File: src/duobinary_coder_defines.vh
// constants for the duobinary pulse coder: symbol encodings, codes, levels
`ifndef DUOBINARY_CODER_DEFINES_VH
`define DUOBINARY_CODER_DEFINES_VH

// mac symbol encodings on i_mac_sym
`define SYM_ZERO 3'h0
`define SYM_ONE 3'h1
`define SYM_NON_DATA 3'h2
`define SYM_PAD_IDLE 3'h3
`define SYM_SILENCE 3'h4

// phy codes, value equals the numeric code {0} {2} {4}
`define CODE_LOW 3'h0
`define CODE_MID 3'h2
`define CODE_TOP 3'h4

// pulse levels, three-bit two's complement
`define LVL_NEG 3'h6
`define LVL_ZERO 3'h0
`define LVL_POS 3'h2

// scrambler register length and preset value
`define SCR_LEN 7
`define SCR_PRESET 7'h7f

// index of the last symbol in a phy octet
`define OCTET_LAST 3'h7

// frame delimiter non_data pattern of the seven symbols before the last data
`define DELIM_PATTERN 7'h6c

// data slots among the same seven symbols, which must hold zero or one
`define DELIM_DATA 7'h13

`endif

File: src/data_scrambler.v
// self-synchronising data scrambler, division by 1 + x^-6 + x^-7
`timescale 1ns/1ns
`include "duobinary_coder_defines.vh"

module data_scrambler (
    input wire i_sys_clk,     // symbol-rate clock
    input wire i_reset,       // synchronous, active high
    input wire i_step,        // advance on a data symbol
    input wire i_preset,      // reload all ones on a non_data symbol
    input wire i_data_bit,    // unscrambled data bit
    output wire o_scr_bit     // scrambled (quotient) bit
);

    reg [`SCR_LEN-1:0] state_reg;

    // quotient bit: input plus the feedback from delays six and seven
    assign o_scr_bit = i_data_bit ^ state_reg[5] ^ state_reg[6];

    // only data steps shift the register; non_data presets it, everything else holds it
    always @(posedge i_sys_clk) begin
        if (i_reset) begin
            state_reg <= `SCR_PRESET;
        end else if (i_preset) begin
            state_reg <= `SCR_PRESET;
        end else if (i_step) begin
            state_reg <= {state_reg[5:0], o_scr_bit};
        end
    end

endmodule

File: src/duobinary_pulse_coder.v
// transmit symbol coder: scrambler, octet substitution and duobinary pulse selection
// What this block does
// - octet substitution happens after scrambling and never touches scrambler state
// - only zero and one are scrambled; others bypass without stepping the scrambler
// - exactly one pulse of -2, 0 or +2 per phy symbol
// - the last two emitted pulse levels are kept as history
// - low code: negate a nonzero prior pulse, else emit 0
// - top code repeats a nonzero prior pulse
// - sampled amplitude is 0 for low, half for mid and for top after a zero prior, full for other top codes
// - codes other than top after a zero prior are recoverable by rectified amplitude alone, no phase needed
// - data is scrambled by dividing by taps at delays six and seven
// - non_data presets scrambler to all ones and is coded as mid
// - scrambled zero maps to low code, scrambled one to top code
// - repeated uniform data octet gets its last three codes swapped for opposite, mid, mid
`timescale 1ns/1ns
`include "duobinary_coder_defines.vh"

module duobinary_pulse_coder (
    input wire i_sys_clk,          // symbol-rate clock, 25 MHz
    input wire i_reset,            // synchronous, active high
    input wire i_sym_en,           // one-cycle strobe, one mac symbol per strobe
    input wire [2:0] i_mac_sym,    // mac symbol taken on i_sym_en
    output reg [2:0] o_pulse_level, // pulse level, two's complement -2/0/+2
    output reg [2:0] o_phy_code,   // phy code carried by that pulse
    output reg o_pulse_valid       // one-cycle strobe with each new pulse
);

    // input classification
    wire is_data = (i_mac_sym == `SYM_ZERO) || (i_mac_sym == `SYM_ONE);
    wire is_nd = (i_mac_sym == `SYM_NON_DATA);
    wire scr_bit;

    data_scrambler u_scr (
        .i_sys_clk(i_sys_clk),
        .i_reset(i_reset),
        .i_step(i_sym_en & is_data),
        .i_preset(i_sym_en & is_nd),
        .i_data_bit(i_mac_sym == `SYM_ONE),
        .o_scr_bit(scr_bit)
    );

    // pad_idle alternates top then low, restarting each new run
    reg pad_phase_reg;
    reg [2:0] prev_sym_reg;
    always @(posedge i_sys_clk) begin
        if (i_reset) begin
            pad_phase_reg <= 1'b0;
            prev_sym_reg <= `SYM_SILENCE;
        end else if (i_sym_en) begin
            prev_sym_reg <= i_mac_sym;
            if (i_mac_sym == `SYM_PAD_IDLE) begin
                pad_phase_reg <= ~pad_phase_reg;
            end else begin
                pad_phase_reg <= 1'b0;
            end
        end
    end

    // map the symbol to its phy code; scrambled bits only for data
    reg [2:0] in_code;
    always @* begin
        case (i_mac_sym)
            `SYM_ZERO, `SYM_ONE: in_code = scr_bit ? `CODE_TOP : `CODE_LOW;
            `SYM_NON_DATA: in_code = `CODE_MID;
            `SYM_PAD_IDLE: in_code = pad_phase_reg ? `CODE_LOW : `CODE_TOP;
            default: in_code = `CODE_LOW;
        endcase
    end

    // silence: first and last of a run are mid, the rest low; the last one
    // is only known when the next symbol arrives, so it is patched in the
    // delay line below
    wire sil_first = (i_mac_sym == `SYM_SILENCE) && (prev_sym_reg != `SYM_SILENCE);
    wire sil_last = (i_mac_sym != `SYM_SILENCE) && (prev_sym_reg == `SYM_SILENCE);
    wire [2:0] code_in = sil_first ? `CODE_MID : in_code;

    // octet alignment starts after the eight-symbol frame delimiter
    reg [6:0] nd_hist_reg;
    reg [6:0] dat_hist_reg;
    reg aligned_reg;
    reg [2:0] octet_pos_reg;
    reg octet_same_reg;
    reg [2:0] octet_code_reg;
    reg prev_uniform_reg;
    reg [2:0] prev_uniform_code_reg;
    // the non_data pattern alone is not enough: a pad, silence or unknown
    // symbol in a data slot would otherwise start a false octet alignment
    wire delim_end = is_data && (nd_hist_reg == `DELIM_PATTERN)
        && (dat_hist_reg == `DELIM_DATA);
    wire pos_first = (octet_pos_reg == 3'h0);
    wire same_now = is_data && (pos_first || (octet_same_reg && code_in == octet_code_reg));
    wire octet_end = aligned_reg && (octet_pos_reg == `OCTET_LAST);
    wire do_subst = octet_end && same_now && prev_uniform_reg
        && (prev_uniform_code_reg == code_in);

    // octet tracking runs on the post-scrambler codes, never back into the scrambler
    always @(posedge i_sys_clk) begin
        if (i_reset) begin
            nd_hist_reg <= 7'h00;
            dat_hist_reg <= 7'h00;
            aligned_reg <= 1'b0;
            octet_pos_reg <= 3'h0;
            octet_same_reg <= 1'b0;
            octet_code_reg <= `CODE_LOW;
            prev_uniform_reg <= 1'b0;
            prev_uniform_code_reg <= `CODE_LOW;
        end else if (i_sym_en) begin
            nd_hist_reg <= {nd_hist_reg[5:0], is_nd};
            dat_hist_reg <= {dat_hist_reg[5:0], is_data};
            octet_same_reg <= same_now;
            if (pos_first) begin
                octet_code_reg <= code_in;
            end
            if (delim_end) begin
                aligned_reg <= 1'b1;
                octet_pos_reg <= 3'h0;
                prev_uniform_reg <= 1'b0;
            end else if (!is_data) begin
                // any non-data symbol ends the data stream and its alignment
                aligned_reg <= 1'b0;
                octet_pos_reg <= 3'h0;
                prev_uniform_reg <= 1'b0;
            end else if (aligned_reg) begin
                octet_pos_reg <= octet_pos_reg + 3'h1;
                if (octet_end) begin
                    // an altered octet is no longer uniform as transmitted
                    prev_uniform_reg <= same_now && !do_subst;
                    prev_uniform_code_reg <= code_in;
                end
            end
        end
    end

    // three-symbol delay line so the whole octet is seen before its last
    // three codes leave; costs fixed latency, buys the substitution
    reg [2:0] dly0_reg;
    reg [2:0] dly1_reg;
    reg [2:0] dly2_reg;
    reg [2:0] sub_opp;
    // opposite data code for the first of the three replaced slots
    always @* begin
        sub_opp = (code_in == `CODE_TOP) ? `CODE_LOW : `CODE_TOP;
    end

    always @(posedge i_sys_clk) begin
        if (i_reset) begin
            dly0_reg <= `CODE_LOW;
            dly1_reg <= `CODE_LOW;
            dly2_reg <= `CODE_LOW;
        end else if (i_sym_en) begin
            if (do_subst) begin
                dly2_reg <= sub_opp;
                dly1_reg <= `CODE_MID;
                dly0_reg <= `CODE_MID;
            end else begin
                dly2_reg <= dly1_reg;
                dly1_reg <= dly0_reg;
                dly0_reg <= code_in;
                if (sil_last) begin
                    // the previous silence was the last of its run
                    dly1_reg <= `CODE_MID;
                end
            end
        end
    end

    // pulse history: prior and second-prior emitted levels
    // a zero prior carries no polarity, so the sign picked there is free; the
    // receiver rectifies, so a fixed +2 for top (mid repeats a nonzero second prior, else +2) costs nothing and keeps the logic small
    reg [2:0] prior_reg;
    reg [2:0] prior2_reg;
    reg [2:0] level_next;
    always @* begin
        level_next = `LVL_ZERO;
        case (dly2_reg)
            `CODE_LOW: begin
                // negation of +2/-2; a zero prior stays zero
                level_next = (prior_reg == `LVL_ZERO) ? `LVL_ZERO : (3'h0 - prior_reg);
            end
            `CODE_MID: begin
                if (prior_reg != `LVL_ZERO) begin
                    level_next = `LVL_ZERO;
                end else if (prior2_reg != `LVL_ZERO) begin
                    level_next = prior2_reg;
                end else begin
                    level_next = `LVL_POS;
                end
            end
            `CODE_TOP: begin
                // from a zero prior either polarity gives the same half amplitude
                level_next = (prior_reg == `LVL_ZERO) ? `LVL_POS : prior_reg;
            end
            default: level_next = `LVL_ZERO;
        endcase
    end

    // registered output; sum of adjacent duobinary pulses is 0, 2 or 4 in
    // magnitude, so rectified amplitude yields the code except for top after a zero prior
    always @(posedge i_sys_clk) begin
        if (i_reset) begin
            prior_reg <= `LVL_ZERO;
            prior2_reg <= `LVL_ZERO;
            o_pulse_level <= `LVL_ZERO;
            o_phy_code <= `CODE_LOW;
            o_pulse_valid <= 1'b0;
        end else begin
            o_pulse_valid <= i_sym_en;
            if (i_sym_en) begin
                prior2_reg <= prior_reg;
                prior_reg <= level_next;
                o_pulse_level <= level_next;
                o_phy_code <= dly2_reg;
            end
        end
    end
    // holds by construction of level_next above

endmodule

File: config.mk
export PLATFORM = sky130hd
export DESIGN_NAME = duobinary_pulse_coder
export DESIGN_NICKNAME = d
export VERILOG_FILES = /design/src/data_scrambler.v /design/src/duobinary_pulse_coder.v
export VERILOG_INCLUDE_DIRS = /design/src
export SDC_FILE = /design/constraint.sdc
export NUM_CORES = 1
export LEC_CHECK = 0
export BUFFER_PORTS_ARGS = -buffer_cell sky130_fd_sc_hd__buf_2
export CAP_MARGIN = 0
export CORE_MARGIN = 1.5
export CORE_UTILIZATION = 47
export DETAILED_ROUTE_END_ITERATION = 12
export MAX_ROUTING_LAYER = met4
export PLACE_DENSITY = 0.67
export SLEW_MARGIN = 15
export SYNTH_ARGS = -nofsm -noshare
export SYNTH_HDL_FRONTEND = slang
export SYNTH_SLANG_ARGS = --single-unit
export TNS_END_PERCENT = 100
File: constraint.sdc
create_clock -name i_sys_clk -period 2.05 [get_ports i_sys_clk]
set_input_delay 0.41 -clock i_sys_clk [delete_from_list [all_inputs] [get_ports i_sys_clk]]
set_output_delay 0.41 -clock i_sys_clk [all_outputs]
set_load 0.01 [all_outputs]
* Word level (Yosys, flattened, before mapping)
Index checks and enable logic that the tools add are counted.
Widths: inputs -> output; s select.
** Operators by class
- Add/sub/neg operators :: 2
- Equal/unequal tests :: 19
- Multiplexer cells :: 24
- Bitwise operators :: 6
- Reduce and logical (&&, ||, !) cells :: 28
** Operators with widths (number)
- $mux 3 :: 15
- $pmux 3 s3 :: 2
- $eq 3x3->1 const B :: 5
- $logic_not 3->1 :: 4
- $logic_and 1x1->1 :: 11
- $eq 3x2->1 const B :: 3
- $reduce_and 2->1 :: 4
- $eq 7x5->1 const B :: 1
- $eq 7x7->1 const B :: 1
- $mux 1 :: 7
- $eq 3x3->1 :: 2
- $ne 3x1->1 const B :: 2
- $ne 3x3->1 const B :: 2
- $reduce_bool 3->1 :: 2
- $reduce_and 5->1 :: 1
- $reduce_or 2->1 :: 2
- $add 3x1->3 const B :: 1
- $eq 3x1->1 const B :: 1
- $reduce_and 3->1 :: 1
- $sub 1x3->3 const A :: 1
- $and 1x1->1 :: 2
- $logic_or 1x1->1 :: 2
- $ne 2x1->1 const B :: 1
- $ne 2x2->1 const B :: 1
- other kinds (3) :: 5
** Storage, ports and cells
- Flip-flop bits (word level) :: 56
- Input port bits :: 6
- Output and inout bits :: 7
- Logic and storage cells :: 97

* Longest topological paths before layout
Gate-level depths: netlist (run 1).
- Depth after elaboration :: 19
- Gate-level depth with buffers :: 8
- Mapped depth without buffers :: 8

* Hierarchy
Synthesis (run 1) repeated with hierarchy kept, for this count alone.
** Unflattened totals
- Cell total of the unflattened synthesis :: 238
- Area total of the unflattened synthesis :: 2174.6 um^2
** By module, submodules not included
- duobinary_pulse_coder :: instances 1, cells an instance 212, area an instance 1894.3 um^2, seq. area each 860.8 um^2
- data_scrambler :: instances 1, cells an instance 26, area an instance 280.3 um^2, seq. area each 140.1 um^2

* Least setup slack after synthesis (run 1)
Ideal clock, no wire load.
- Path kind :: input port to flip-flop
- Start :: in i_mac_sym[0]
- End :: reg prev_uniform_reg
- Library setup time :: 0.071 ns
- Data arrival time :: 1.904 ns
- Data required time :: 1.979 ns
- Path slack :: 0.075 ns
- Cell stages on the path :: 7
- Buffers on the path :: 1
- Path through :: buf_2 > nor3b_2 > a21oi_4 > mux2i_1 > o32ai_4 > or3b_1 > a21oi_1
** On the way
- Longest elaborated chain between the ends :: 19
- Elaborated cells on any way between the ends :: 32
- Classes of those cells :: 8 x eq/ne; 7 x mux; 2 x bitwise; 15 x reduce/logical
** RTL lines
- from (decl) :: RTL line duobinary_pulse_coder.v:22 : input wire [2:0] i_mac_sym,
- $eq 3x1->1 :: RTL line duobinary_pulse_coder.v:62 : case (i_mac_sym)
- $xor 1x1->1 (2 in series) :: RTL line data_scrambler.v:17 : assign o_scr_bit = i_data_bit ^ state_reg[5] ^ state_reg[6];
- $mux 3 (no line)
- $pmux 3 s3 :: RTL line duobinary_pulse_coder.v:62
- $mux 3 :: RTL line duobinary_pulse_coder.v:75 : wire [2:0] code_in = sil_first ? `CODE_MID : in_code;
- $eq 3x3->1 :: RTL line duobinary_pulse_coder.v:91 : wire same_now = is_data && (pos_first || (octet_same_reg && code_in == octet_code_reg));
- $logic_and 1x1->1 :: RTL line duobinary_pulse_coder.v:91
- $logic_or 1x1->1 :: RTL line duobinary_pulse_coder.v:91
- $logic_and 1x1->1 :: RTL line duobinary_pulse_coder.v:91
- $logic_and 1x1->1 (2 in series) :: RTL line duobinary_pulse_coder.v:93 : wire do_subst = octet_end && same_now && prev_uniform_reg
- $logic_and 1x1->1 :: RTL line duobinary_pulse_coder.v:94 : && (prev_uniform_code_reg == code_in);
- $logic_not 1->1 :: RTL line duobinary_pulse_coder.v:127 : prev_uniform_reg <= same_now && !do_subst;
- $logic_and 1x1->1 :: RTL line duobinary_pulse_coder.v:127
- $mux 1 :: RTL line duobinary_pulse_coder.v:125 : if (octet_end) begin
- $mux 1 :: RTL line duobinary_pulse_coder.v:123 : end else if (aligned_reg) begin
- $mux 1 :: RTL line duobinary_pulse_coder.v:118 : end else if (!is_data) begin
- $mux 1 :: RTL line duobinary_pulse_coder.v:114 : if (delim_end) begin
- to (signal assigned) :: RTL line duobinary_pulse_coder.v:127
- to (decl) :: RTL line duobinary_pulse_coder.v:84 : reg prev_uniform_reg;
Parallel ways exist; a longest one is shown, timed or not. The select of a mux whose other input is x is not followed.
A chain may end at the register's enable or synchronous reset.

* Final worst setup path (run 1)
- Start :: reg prev_sym_reg[2]
- End :: reg dly1_reg[2]
** On the way
- Longest elaborated chain between the ends :: 11
- Elaborated cells on any way between the ends :: 15
- Classes of those cells :: 4 x eq/ne; 3 x mux; 8 x reduce/logical
** RTL lines
- from (decl) :: RTL line duobinary_pulse_coder.v:44 : reg [2:0] prev_sym_reg;
- from (signal assigned) :: RTL line duobinary_pulse_coder.v:48 : prev_sym_reg <= `SYM_SILENCE;
- from (signal assigned) :: RTL line duobinary_pulse_coder.v:50 : prev_sym_reg <= i_mac_sym;
- $ne 3x3->1 (no line)
- $logic_and 1x1->1 :: RTL line duobinary_pulse_coder.v:73 : wire sil_first = (i_mac_sym == `SYM_SILENCE) && (prev_sym_reg != `SYM_SILENCE);
- $mux 3 :: RTL line duobinary_pulse_coder.v:75
- $eq 3x3->1 :: RTL line duobinary_pulse_coder.v:91
- $logic_and 1x1->1 :: RTL line duobinary_pulse_coder.v:91
- $logic_or 1x1->1 :: RTL line duobinary_pulse_coder.v:91
- $logic_and 1x1->1 :: RTL line duobinary_pulse_coder.v:91
- $logic_and 1x1->1 (2 in series) :: RTL line duobinary_pulse_coder.v:93
- $logic_and 1x1->1 :: RTL line duobinary_pulse_coder.v:94
- $mux 3 * :: RTL line duobinary_pulse_coder.v:151 : if (do_subst) begin
- to (signal assigned) :: RTL line duobinary_pulse_coder.v:148 : dly1_reg <= `CODE_LOW;
- to (signal assigned) :: RTL line duobinary_pulse_coder.v:153 : dly1_reg <= `CODE_MID;
- to (signal assigned) :: RTL line duobinary_pulse_coder.v:157 : dly1_reg <= dly0_reg;
- to (decl) :: RTL line duobinary_pulse_coder.v:137 : reg [2:0] dly1_reg;
Every way passes the cells marked *; elsewhere a longest branch is shown, timed or not.

==> results of run 1 <==
critical path, stage by stage, from the launching register on:
cell and delay (ns):
dfxtp_1 0.34, or3b_4 0.40, a21oi_4 0.18, mux2i_2 0.32, o32ai_4 0.15, and3_1 0.21
o41ai_2 0.29
power by group:
group          switching, mW  internal, mW
logic                  0.114        0.0839
clock network          0.309         0.365
registers             0.0188         0.997
synth_stat cells (2+ instances only):
| library cell | instances |
|---|---|
| clkbuf_1 | 5 |
| a32oi_1 | 2 |
| nand3_1 | 10 |
| nand3b_1 | 2 |
| a21oi_1 | 9 |
| a311oi_1 | 2 |
| buf_1 | 5 |
| nand2_1 | 20 |
| and3_1 | 4 |
| nor3b_1 | 2 |
| o21ai_0 | 6 |
| or3_1 | 2 |
| and4b_1 | 2 |
| nor4bb_1 | 2 |
| nor3_1 | 4 |
| a22oi_1 | 3 |
| a211oi_1 | 3 |
| ha_1 | 5 |
| nor3b_2 | 2 |
| xnor2_1 | 2 |
| dfxtp_1 | 50 |
| buf_2 | 2 |
| inv_1 | 9 |
| and2_1 | 2 |
| mux2i_1 | 25 |
| nor2_1 | 44 |
area by class of cell:
class	instances	area, um^2	area share
Multi-Input combinational cell	173	1170	0.461
Clock inverter	1	30.0	0.0118
Tap cell	52	65.1	0.0255
Timing Repair Buffer	26	168	0.0658
Sequential cell	50	1000	0.393
Clock buffer	7	76.3	0.0300
Inverter	9	33.8	0.0133
layer usage:
metal | up-vias | track usage | routed length [um]
met3 | 7 | 0.0333 | 155
met2 | 30 | 0.276 | 1830
met5 | - | - | 0
met1 | 785 | 0.253 | 2210
li1 | 895 | - | -
met4 | 0 | 0.0713 | 48
stage by stage:
stage	utilization	power, mW	hold slack [ns]	cells	setup WS [ns]
floorplan	-	1.17	0.433	245	0.0754
detailed placement	0.539	1.23	0.454	309	-0.0780
CTS	0.564	1.90	0.470	317	0.0393
global route	0.569	1.98	0.495	318	0.00867
global placement	0.539	1.23	0.446	309	-0.0307
finish	0.569	1.89	0.460	318	0.0738
timing repair:
action / in CTS / in global routing
endpoints found under the setup margin: 1 / 6
setup buffers: 0 / 1
hold endpoints to repair: 0 / 0
gates resized for setup: 1 / 3
pin swaps: 0 / 1
cells by family after synthesis:
group	after synthesis	synth area share
compound gates	35	0.122
fa+ha+maj	5	0.0279
simple gates	103	0.234
buf+inv	22	0.0397
flops	50	0.447
xor+xnor	3	0.0117
mux	26	0.117
other cells	1	0.00167
worst paths after layout:
| path | from | endpoint | slack, ns | cells past startpoint |
|---|---|---|---|---|
| hold reg to reg | u_scr.state_reg[3] | u_scr.state_reg[4] | 0.46 | 2 |
| hold / removal | u_scr.state_reg[3] | u_scr.state_reg[4] | 0.46 | 2 |
| setup reg to reg | prev_sym_reg[2] | dly1_reg[2] | 0.07 | 6 |
| setup / recovery | prev_sym_reg[2] | dly1_reg[2] | 0.07 | 6 |
==> metrics.txt, run 1 <==
remaining antenna violation count=0; CTS Buf Count=5; ys async rst share=0; Setup TNS=0 ns; width of the die=72.0 um; Iter 0 DRT Violations=between 100 and 150; post-DP HPWL=approximately 3000 um; via-per-instance ratio=between 5 and 6; # rows=24; TritonCTS sink count=50; Syn Inst Count=245; CTS tree=built; Tmin final=1.98 ns; top cells by area, synth=dfxtp_1, mux2i_1, nor2_1; hold buffers post-CTS=0; Pre-antenna DRT Iters=4; initial antenna violation count=0; Final Cell Area=between 2000 and 3000 um^2; number of enable flip-flop cells after synthesis=0; Max Fclk=between 500 and 600 MHz; Final GP Congestion=0.832; Yosys top cell by area=dfxtp_1; Slew @ Worst Pin=~0.54 ns; later-pin clock latency in the skew report=about 0.3 ns; IO buf count=11; Area after DPL=2410 um^2; root buffer cell=clkbuf_8; CP max FO=5; core area=4470 um^2; WS Path Type=reg -> reg; leakage=between 1 and 1.5 nW; WL final=approximately 4200 um; final count of hold timing violations=0; Hold WC Path Type=reg -> reg; via count=between 1500 and 2000; crit share post-route=0.964; Setup crit end kind=flop; Slew Limit Fails=0; RSZ-0062 raised after global routing=false; CP arrival=approximately 2.2 ns; Syn. warnings=0; status=complete, no violations; die height=72.0 um; initial core utilization=0.501; first-pass GRT wire length=between 7000 and 8000 um; I/O pin count=13; Yosys reg bits=50; syn avg cell area=slightly above 9 um^2; worst rel slew slack=0.642; pin count of the biggest net entering global routing=38; pwr/cell area=around 740 nW/um^2; final net count=276; Routed wire per std cell=about 13 um; detailed-route DRC error count=0; vias in the first global route=~1600; H-tree levels=2; grt ovf=0; Critical Path RT=2.26 ns; clk buf depth=2; Fill cells=approximately 400; Clock Skew=between 0.007 and 0.008 ns; Mapped Area=around 2200 um^2; Die ar.=5190 um^2; most frequent cells in the layout=dfxtp_1, nor2_1, mux2i_1; Unique masters post-synth=between 40 and 50; ant diodes=0; final count of negative-setup-slack endpoints=0; commonest non-fill, non-tap cell in the layout=dfxtp_1; Peak VDD IR=435 uV; Yosys top cell area share=0.447; register area share after synthesis=0.447; Primary FF master, synth=dfxtp_1; Synth Net Count=256; Clock transition at path regs=0.09 ns; P&R area growth vs syn=13.7%; maxcap violations=0; layout cells sized above 1=0.165; overall global routing resource usage=0.186; kind of start point of the critical path=flop
No activity file was read; power rests on OpenSTA's default activity.
==> run 2: changes to the inputs <==
CELL_PAD_IN_SITES_DETAIL_PLACEMENT = 0   (was unset)
CELL_PAD_IN_SITES_GLOBAL_PLACEMENT = 1   (was unset)
CORE_UTILIZATION = 41   (was 47)
MAX_ROUTING_LAYER = unset   (was met4)
PLACE_DENSITY = unset   (was 0.67)
PLACE_DENSITY_LB_ADDON = 0.1   (was unset)
==> metrics.txt, run 2 (same netlist as run 1, synthesis figures left out) <==
Clock Skew=0.00894 ns (was 0.00769 ns); overall global routing resource usage=0.159 (was 0.186); die height=76.9 um (was 72.0 um); top sig layer=met4 (unchanged); final worst slack=0.0439 ns (was 0.0738 ns); width of the die=76.9 um (was 72.0 um); hold_ws=0.465 ns (was 0.460 ns); Tmin final=2.01 ns (was 1.98 ns); IO buf count=11 (unchanged); ant diodes=0 (unchanged); via count=1712 (was 1717); Clock transition at path regs=0.10 ns (was 0.09 ns); Fill cells=478 (was 394); met3 wire length=106 um (was 155 um); Hold WC Path Type=reg -> reg (unchanged); pwr/cell area=706 nW/um^2 (was 741 nW/um^2); H-tree levels=2 (unchanged); Worst path slowest cell=or3b_4 (unchanged); wire length on met1=2410 um (was 2210 um); kind of start point of the critical path=flop (unchanged); Final Cell Area=2590 um^2 (was 2550 um^2); first-pass GRT wire length=7620 um (was 7490 um); Setup crit end kind=flop (unchanged); Slew Limit Fails=0 (unchanged); met2 WL=1930 um (was 1830 um); Routed wire per std cell=13.4 um (was 13.3 um); CTS tree=built (unchanged); WL final=4490 um (was 4240 um); clk buf depth=2 (unchanged); grt ovf=0 (unchanged); final count of hold timing violations=0 (unchanged); most frequent cells in the layout=dfxtp_1, nor2_1, mux2i_1 (unchanged); Finished Layout Cells=335 (was 318); CTS Buf Count=5 (unchanged); Max Fclk=498 MHz (was 506 MHz); crit share post-route=0.979 (was 0.964); layout cells sized above 1=0.189 (was 0.165); # rows=26 (was 24); total power=1.83 mW (was 1.89 mW); Iter 0 DRT Violations=82 (was 107); post-CTS setup buffer count=0 (unchanged); Pre-antenna DRT Iters=4 (unchanged); crit-path cells=or3b_4 > a21oi_4 > mux2i_2 > o32ai_4 > and3_1 > o41ai_2 (unchanged); vias in the first global route=1592 (was 1640); later-pin clock latency in the skew report=0.30 ns (about the same); Largest stage delay, worst path=0.41 ns (was 0.40 ns); leakage=1.11 nW (about the same); commonest non-fill, non-tap cell in the layout=dfxtp_1 (unchanged); Die ar.=5920 um^2 (was 5190 um^2); RSZ-0062 raised after global routing=true (was false); post-DP HPWL=3110 um (was 2970 um); pin count of the biggest net entering global routing=34 (was 38); detailed-route DRC error count=0 (unchanged); CP max FO=5 (unchanged); via-per-instance ratio=5.11 (was 5.40); initial core utilization=0.433 (was 0.501); status=complete, no violations (unchanged); CP arrival=2.22 ns (was 2.18 ns); core area=5170 um^2 (was 4470 um^2); maxcap violations=0 (unchanged); P&R area growth vs syn=15.8% (was 13.7%); I/O pin count=13 (unchanged); hold buffers post-CTS=0 (unchanged); TritonCTS sink count=50 (unchanged); final count of negative-setup-slack endpoints=0 (unchanged); Final GP Congestion=0.785 (was 0.832); final net count=275 (was 276); Critical Path RT=2.26 ns (about the same); Area after DPL=2440 um^2 (was 2410 um^2); pre-CTS setup slack=-0.0381 ns (was -0.0780 ns); WS Path Type=reg -> reg (unchanged); Post-Place Cells=327 (was 309); remaining antenna violation count=0 (unchanged); root buffer cell=clkbuf_8 (unchanged); initial antenna violation count=0 (unchanged); Peak VDD IR=306 uV (was 435 uV)
==> run 2: changes by cell type in the layout (fill, tap and decap cells not counted), sizes merged <==
| cell | before | now |
|---|---|---|
| bufinv | 1 | 0 |
| buf | 26 | 25 |
| clkbuf | 7 | 6 |
| clkinv | 0 | 2 |
==> run 2: area by class of cell <==
cell class              instances  area (um^2)  share of cell area
repair buffers                 25          173              0.0666
clock buffers                   6         82.6              0.0318
multi-input cells             173         1190               0.461
clock inverters                 2         17.5             0.00675
inverters                       9         33.8              0.0130
flip-flops and latches         50         1000               0.387
well taps                      70         87.6              0.0338
==> run 2: where the power goes <==
| part | total (mW) | internal (mW) | switching [mW] |
|---|---|---|---|
| registers | 1.02 | 0.998 | 0.0182 |
| clock network | 0.612 | 0.278 | 0.334 |
| logic | 0.204 | 0.0871 | 0.117 |
| total | 1.83 | 1.36 | 0.469 |
==> run 2: timing repair <==
item	in CTS	in global routing
resized for setup	1	9
endpoints found under the setup margin	1	6
pin swaps	0	5
==> run 2: metal layers <==
metal | up-vias | global-route usage
li1 | 895 | -
met4 | 0 | 0.0444
met3 | 4 | 0.0357
met1 | 799 | 0.224
met5 | - | 0
met2 | 14 | 0.243
==> run 2: metrics by stage <==
stage | TNS [ns] | utilization
finish | 0 | 0.501
global route | -0.0423 | 0.501
CTS | 0 | 0.493
detailed placement | -0.118 | 0.473
global placement | -0.0934 | 0.473
floorplan | 0 | -
==> run 2: path summary, 6_finish.rpt <==
path,cells past startpoint,slack (ns),startpoint,to
min,2,0.46,prev_sym_reg[2],prev_sym_reg[2]
min reg2reg,2,0.46,prev_sym_reg[2],prev_sym_reg[2]
max,6,0.04,prev_sym_reg[1],dly1_reg[2]
max reg2reg,6,0.04,prev_sym_reg[1],dly1_reg[2]
==> run 2: worst max-delay path, delay by kind of cell, from the launching register on <==
| family | cells | cell delay (ns) |
|---|---|---|
| multiplexers | 1 | 0.29 |
| flip-flops | 1 | 0.32 |
| AND/OR/NAND/NOR | 2 | 0.62 |
| AO/OA/AOI/OAI | 3 | 0.68 |
==> run 3: changes to the inputs <==
ABC_AREA = 1   (was unset)
CORE_UTILIZATION = 40   (was 41)
==> metrics.txt, run 3 <==
Tmin final=1.71 ns (was 2.01 ns); Yosys top cell by area=dfxtp_1 (unchanged); via-per-instance ratio=4.84 (was 5.11); post-DP HPWL=3280 um (was 3110 um); Worst path slowest cell=dfxtp_1 (was or3b_4); Finished Layout Cells=368 (was 335); detailed-route DRC error count=0 (unchanged); Worst Hold Launch=i_sym_en (was prev_sym_reg[2]); Bufs and invs on worst path=1 (was 0); Yosys reg bits=50 (unchanged); Syn Inst Count=280 (was 245); core area=5170 um^2 (unchanged); ys async rst share=0 (unchanged); ant diodes=0 (unchanged); register area share after synthesis=0.460 (was 0.447); root buffer cell=clkbuf_8 (unchanged); syn avg cell area=7.77 um^2 (was 9.14 um^2); pin count of the biggest net entering global routing=20 (was 34); first-pass GRT wire length=7960 um (was 7620 um); Setup crit end kind=flop (unchanged); post-CTS setup buffer count=0 (unchanged); Area after DPL=2320 um^2 (was 2440 um^2); I/O pin count=13 (unchanged); Critical Path Source=prior_reg[1] (was prev_sym_reg[1]); final count of hold timing violations=0 (unchanged); Largest stage delay, worst path=0.37 ns (was 0.41 ns); Crit path top cell by count=o21ai_0; Unique masters post-synth=32 (was 47); Synth Net Count=291 (was 256); kind of start point of the critical path=flop (unchanged); Final Cell Area=2420 um^2 (was 2590 um^2); Clock Skew=0.00787 ns (was 0.00894 ns); CTS Buf Count=5 (unchanged); hold_ws=0.427 ns (was 0.465 ns); vias in the first global route=1702 (was 1592); Yosys top cell area share=0.460 (was 0.447); WS Path Type=reg -> reg (unchanged); maxcap violations=0 (unchanged); R2R Path Start=prior_reg[1] (was prev_sym_reg[1]); Iter 0 DRT Violations=106 (was 82); crit share post-route=0.836 (was 0.979); Slew Limit Fails=0 (unchanged); CP arrival=1.89 ns (was 2.22 ns); RSZ-0062 raised after global routing=false (was true); IO buf count=11 (unchanged); Hold WC Path Type=in -> reg (was reg -> reg); Final Util=0.467 (was 0.501); TritonCTS sink count=50 (unchanged); remaining antenna violation count=0 (unchanged); delay-heaviest family, CP=compound AO/OA/AOI/OAI gates (unchanged); final net count=308 (was 275); overall global routing resource usage=0.170 (was 0.159); width of the die=76.8 um (was 76.9 um); number of enable flip-flop cells after synthesis=0 (unchanged); post-cts sizing count=0 (was 1); CTS tree=built (unchanged); layout cells sized above 1=0.148 (was 0.189); status=complete, no violations (unchanged); Post-Place Cells=360 (was 327); grt ovf=0 (unchanged); initial antenna violation count=0 (unchanged); Peak VDD IR=336 uV (was 306 uV); Pre-antenna DRT Iters=4 (unchanged); most common cell in the synthesized netlist=nand2_1 (was dfxtp_1); Final GP Congestion=0.814 (was 0.785); most frequent cells in the layout=nand2_1, dfxtp_1, inv_1 (was dfxtp_1, nor2_1, mux2i_1); top cells by area, synth=dfxtp_1, nand2_1, inv_1 (was dfxtp_1, mux2i_1, nor2_1); Setup TNS=0 ns (unchanged); initial core utilization=0.421 (was 0.433); Syn. warnings=0 (unchanged); commonest non-fill, non-tap cell in the layout=nand2_1 (was dfxtp_1); via count=1782 (was 1712); worst rel slew slack=0.651; P&R area growth vs syn=11.0% (was 15.8%); final count of negative-setup-slack endpoints=0 (unchanged); Mapped Area=2180 um^2 (was 2240 um^2); Die ar.=5890 um^2 (was 5920 um^2); clk buf depth=2 (unchanged); H-tree levels=2 (unchanged); WL final=4520 um (was 4490 um); final worst slack=0.337 ns (was 0.0439 ns); Max Fclk=584 MHz (was 498 MHz); later-pin clock latency in the skew report=0.31 ns (was 0.30 ns); Clock transition at path regs=0.09 ns (was 0.10 ns); CP max FO=5 (unchanged); Critical Path RT=2.23 ns (was 2.26 ns); Fill cells=546 (was 478); Slew @ Worst Pin=0.518 ns; total power=1.81 mW (was 1.83 mW); hold buffers post-CTS=0 (unchanged); pwr/cell area=749 nW/um^2 (was 706 nW/um^2); Primary FF master, synth=dfxtp_1 (unchanged); leakage=1.01 nW (was 1.11 nW); Routed wire per std cell=12.3 um (was 13.4 um); die height=76.8 um (was 76.9 um); crit-path cells=inv_1 > ha_1 > ha_1 > o21ai_0 > o21ai_0 > o21ai_0 > a21oi_1 (was or3b_4 > a21oi_4 > mux2i_2 > o32ai_4 > and3_1 > o41ai_2); most frequent cells after synthesis=nand2_1, dfxtp_1, inv_1 (was dfxtp_1, nor2_1, mux2i_1); pre-CTS setup slack=0.245 ns (was -0.0381 ns); # rows=26 (unchanged)
[run 3: cell count changes in the layout (fill, tap and decap cells not counted), sizes merged, moves of 11 or more]
cell / change
inv: +32
mux2i: -25
nand2: +45
nand3: +11
nor2: -25
o21ai: +21
o22ai: +14
[run 3: layout make-up]
type | instances | area (um^2) | area share
clock inverter | 2 | 12.5 | 0.00518
multi-input combinational | 180 | 975 | 0.403
inverter | 44 | 165 | 0.0684
timing repair buffer | 16 | 92.6 | 0.0383
sequential | 50 | 1000 | 0.414
clock buffer | 6 | 82.6 | 0.0342
tap | 70 | 87.6 | 0.0363
[run 3: power by group]
part           switching [mW]  total [mW]  internal [mW]
registers              0.0168        1.02           1.00
clock network           0.333       0.605          0.272
logic                   0.121       0.185         0.0636
[run 3: final timing paths]
kind | end | slack (ns) | cells after the start
worst max-delay path | prior_reg[2] | 0.34 | 7
worst min-delay path | o_phy_code[2] | 0.43 | 3
worst max register to register | prior_reg[2] | 0.34 | 7
worst min register to register | o_phy_code[1] | 0.46 | 2
[run 3: metal layers]
layer | wire (um) | up-vias | global-route usage
met4 | 63 | 0 | 0.0611
met1 | 2280 | 807 | 0.224
met3 | 128 | 7 | 0.0333
met2 | 2050 | 23 | 0.277
li1 | - | 945 | -
met5 | 0 | - | 0
[run 3: cell families after synthesis]
| group | Yosys count | synth area share |
|---|---|---|
| simple gates | 116 | 0.266 |
| other cells | 1 | 0.00172 |
| flops | 50 | 0.460 |
| fa+ha+maj | 5 | 0.0288 |
| buf+inv | 50 | 0.0920 |
| compound gates | 58 | 0.152 |
[run 3: worst min-delay path, stage by stage]
cell,delay [ns]
buf_2,0.15
nand2_1,0.07
a21oi_1,0.05
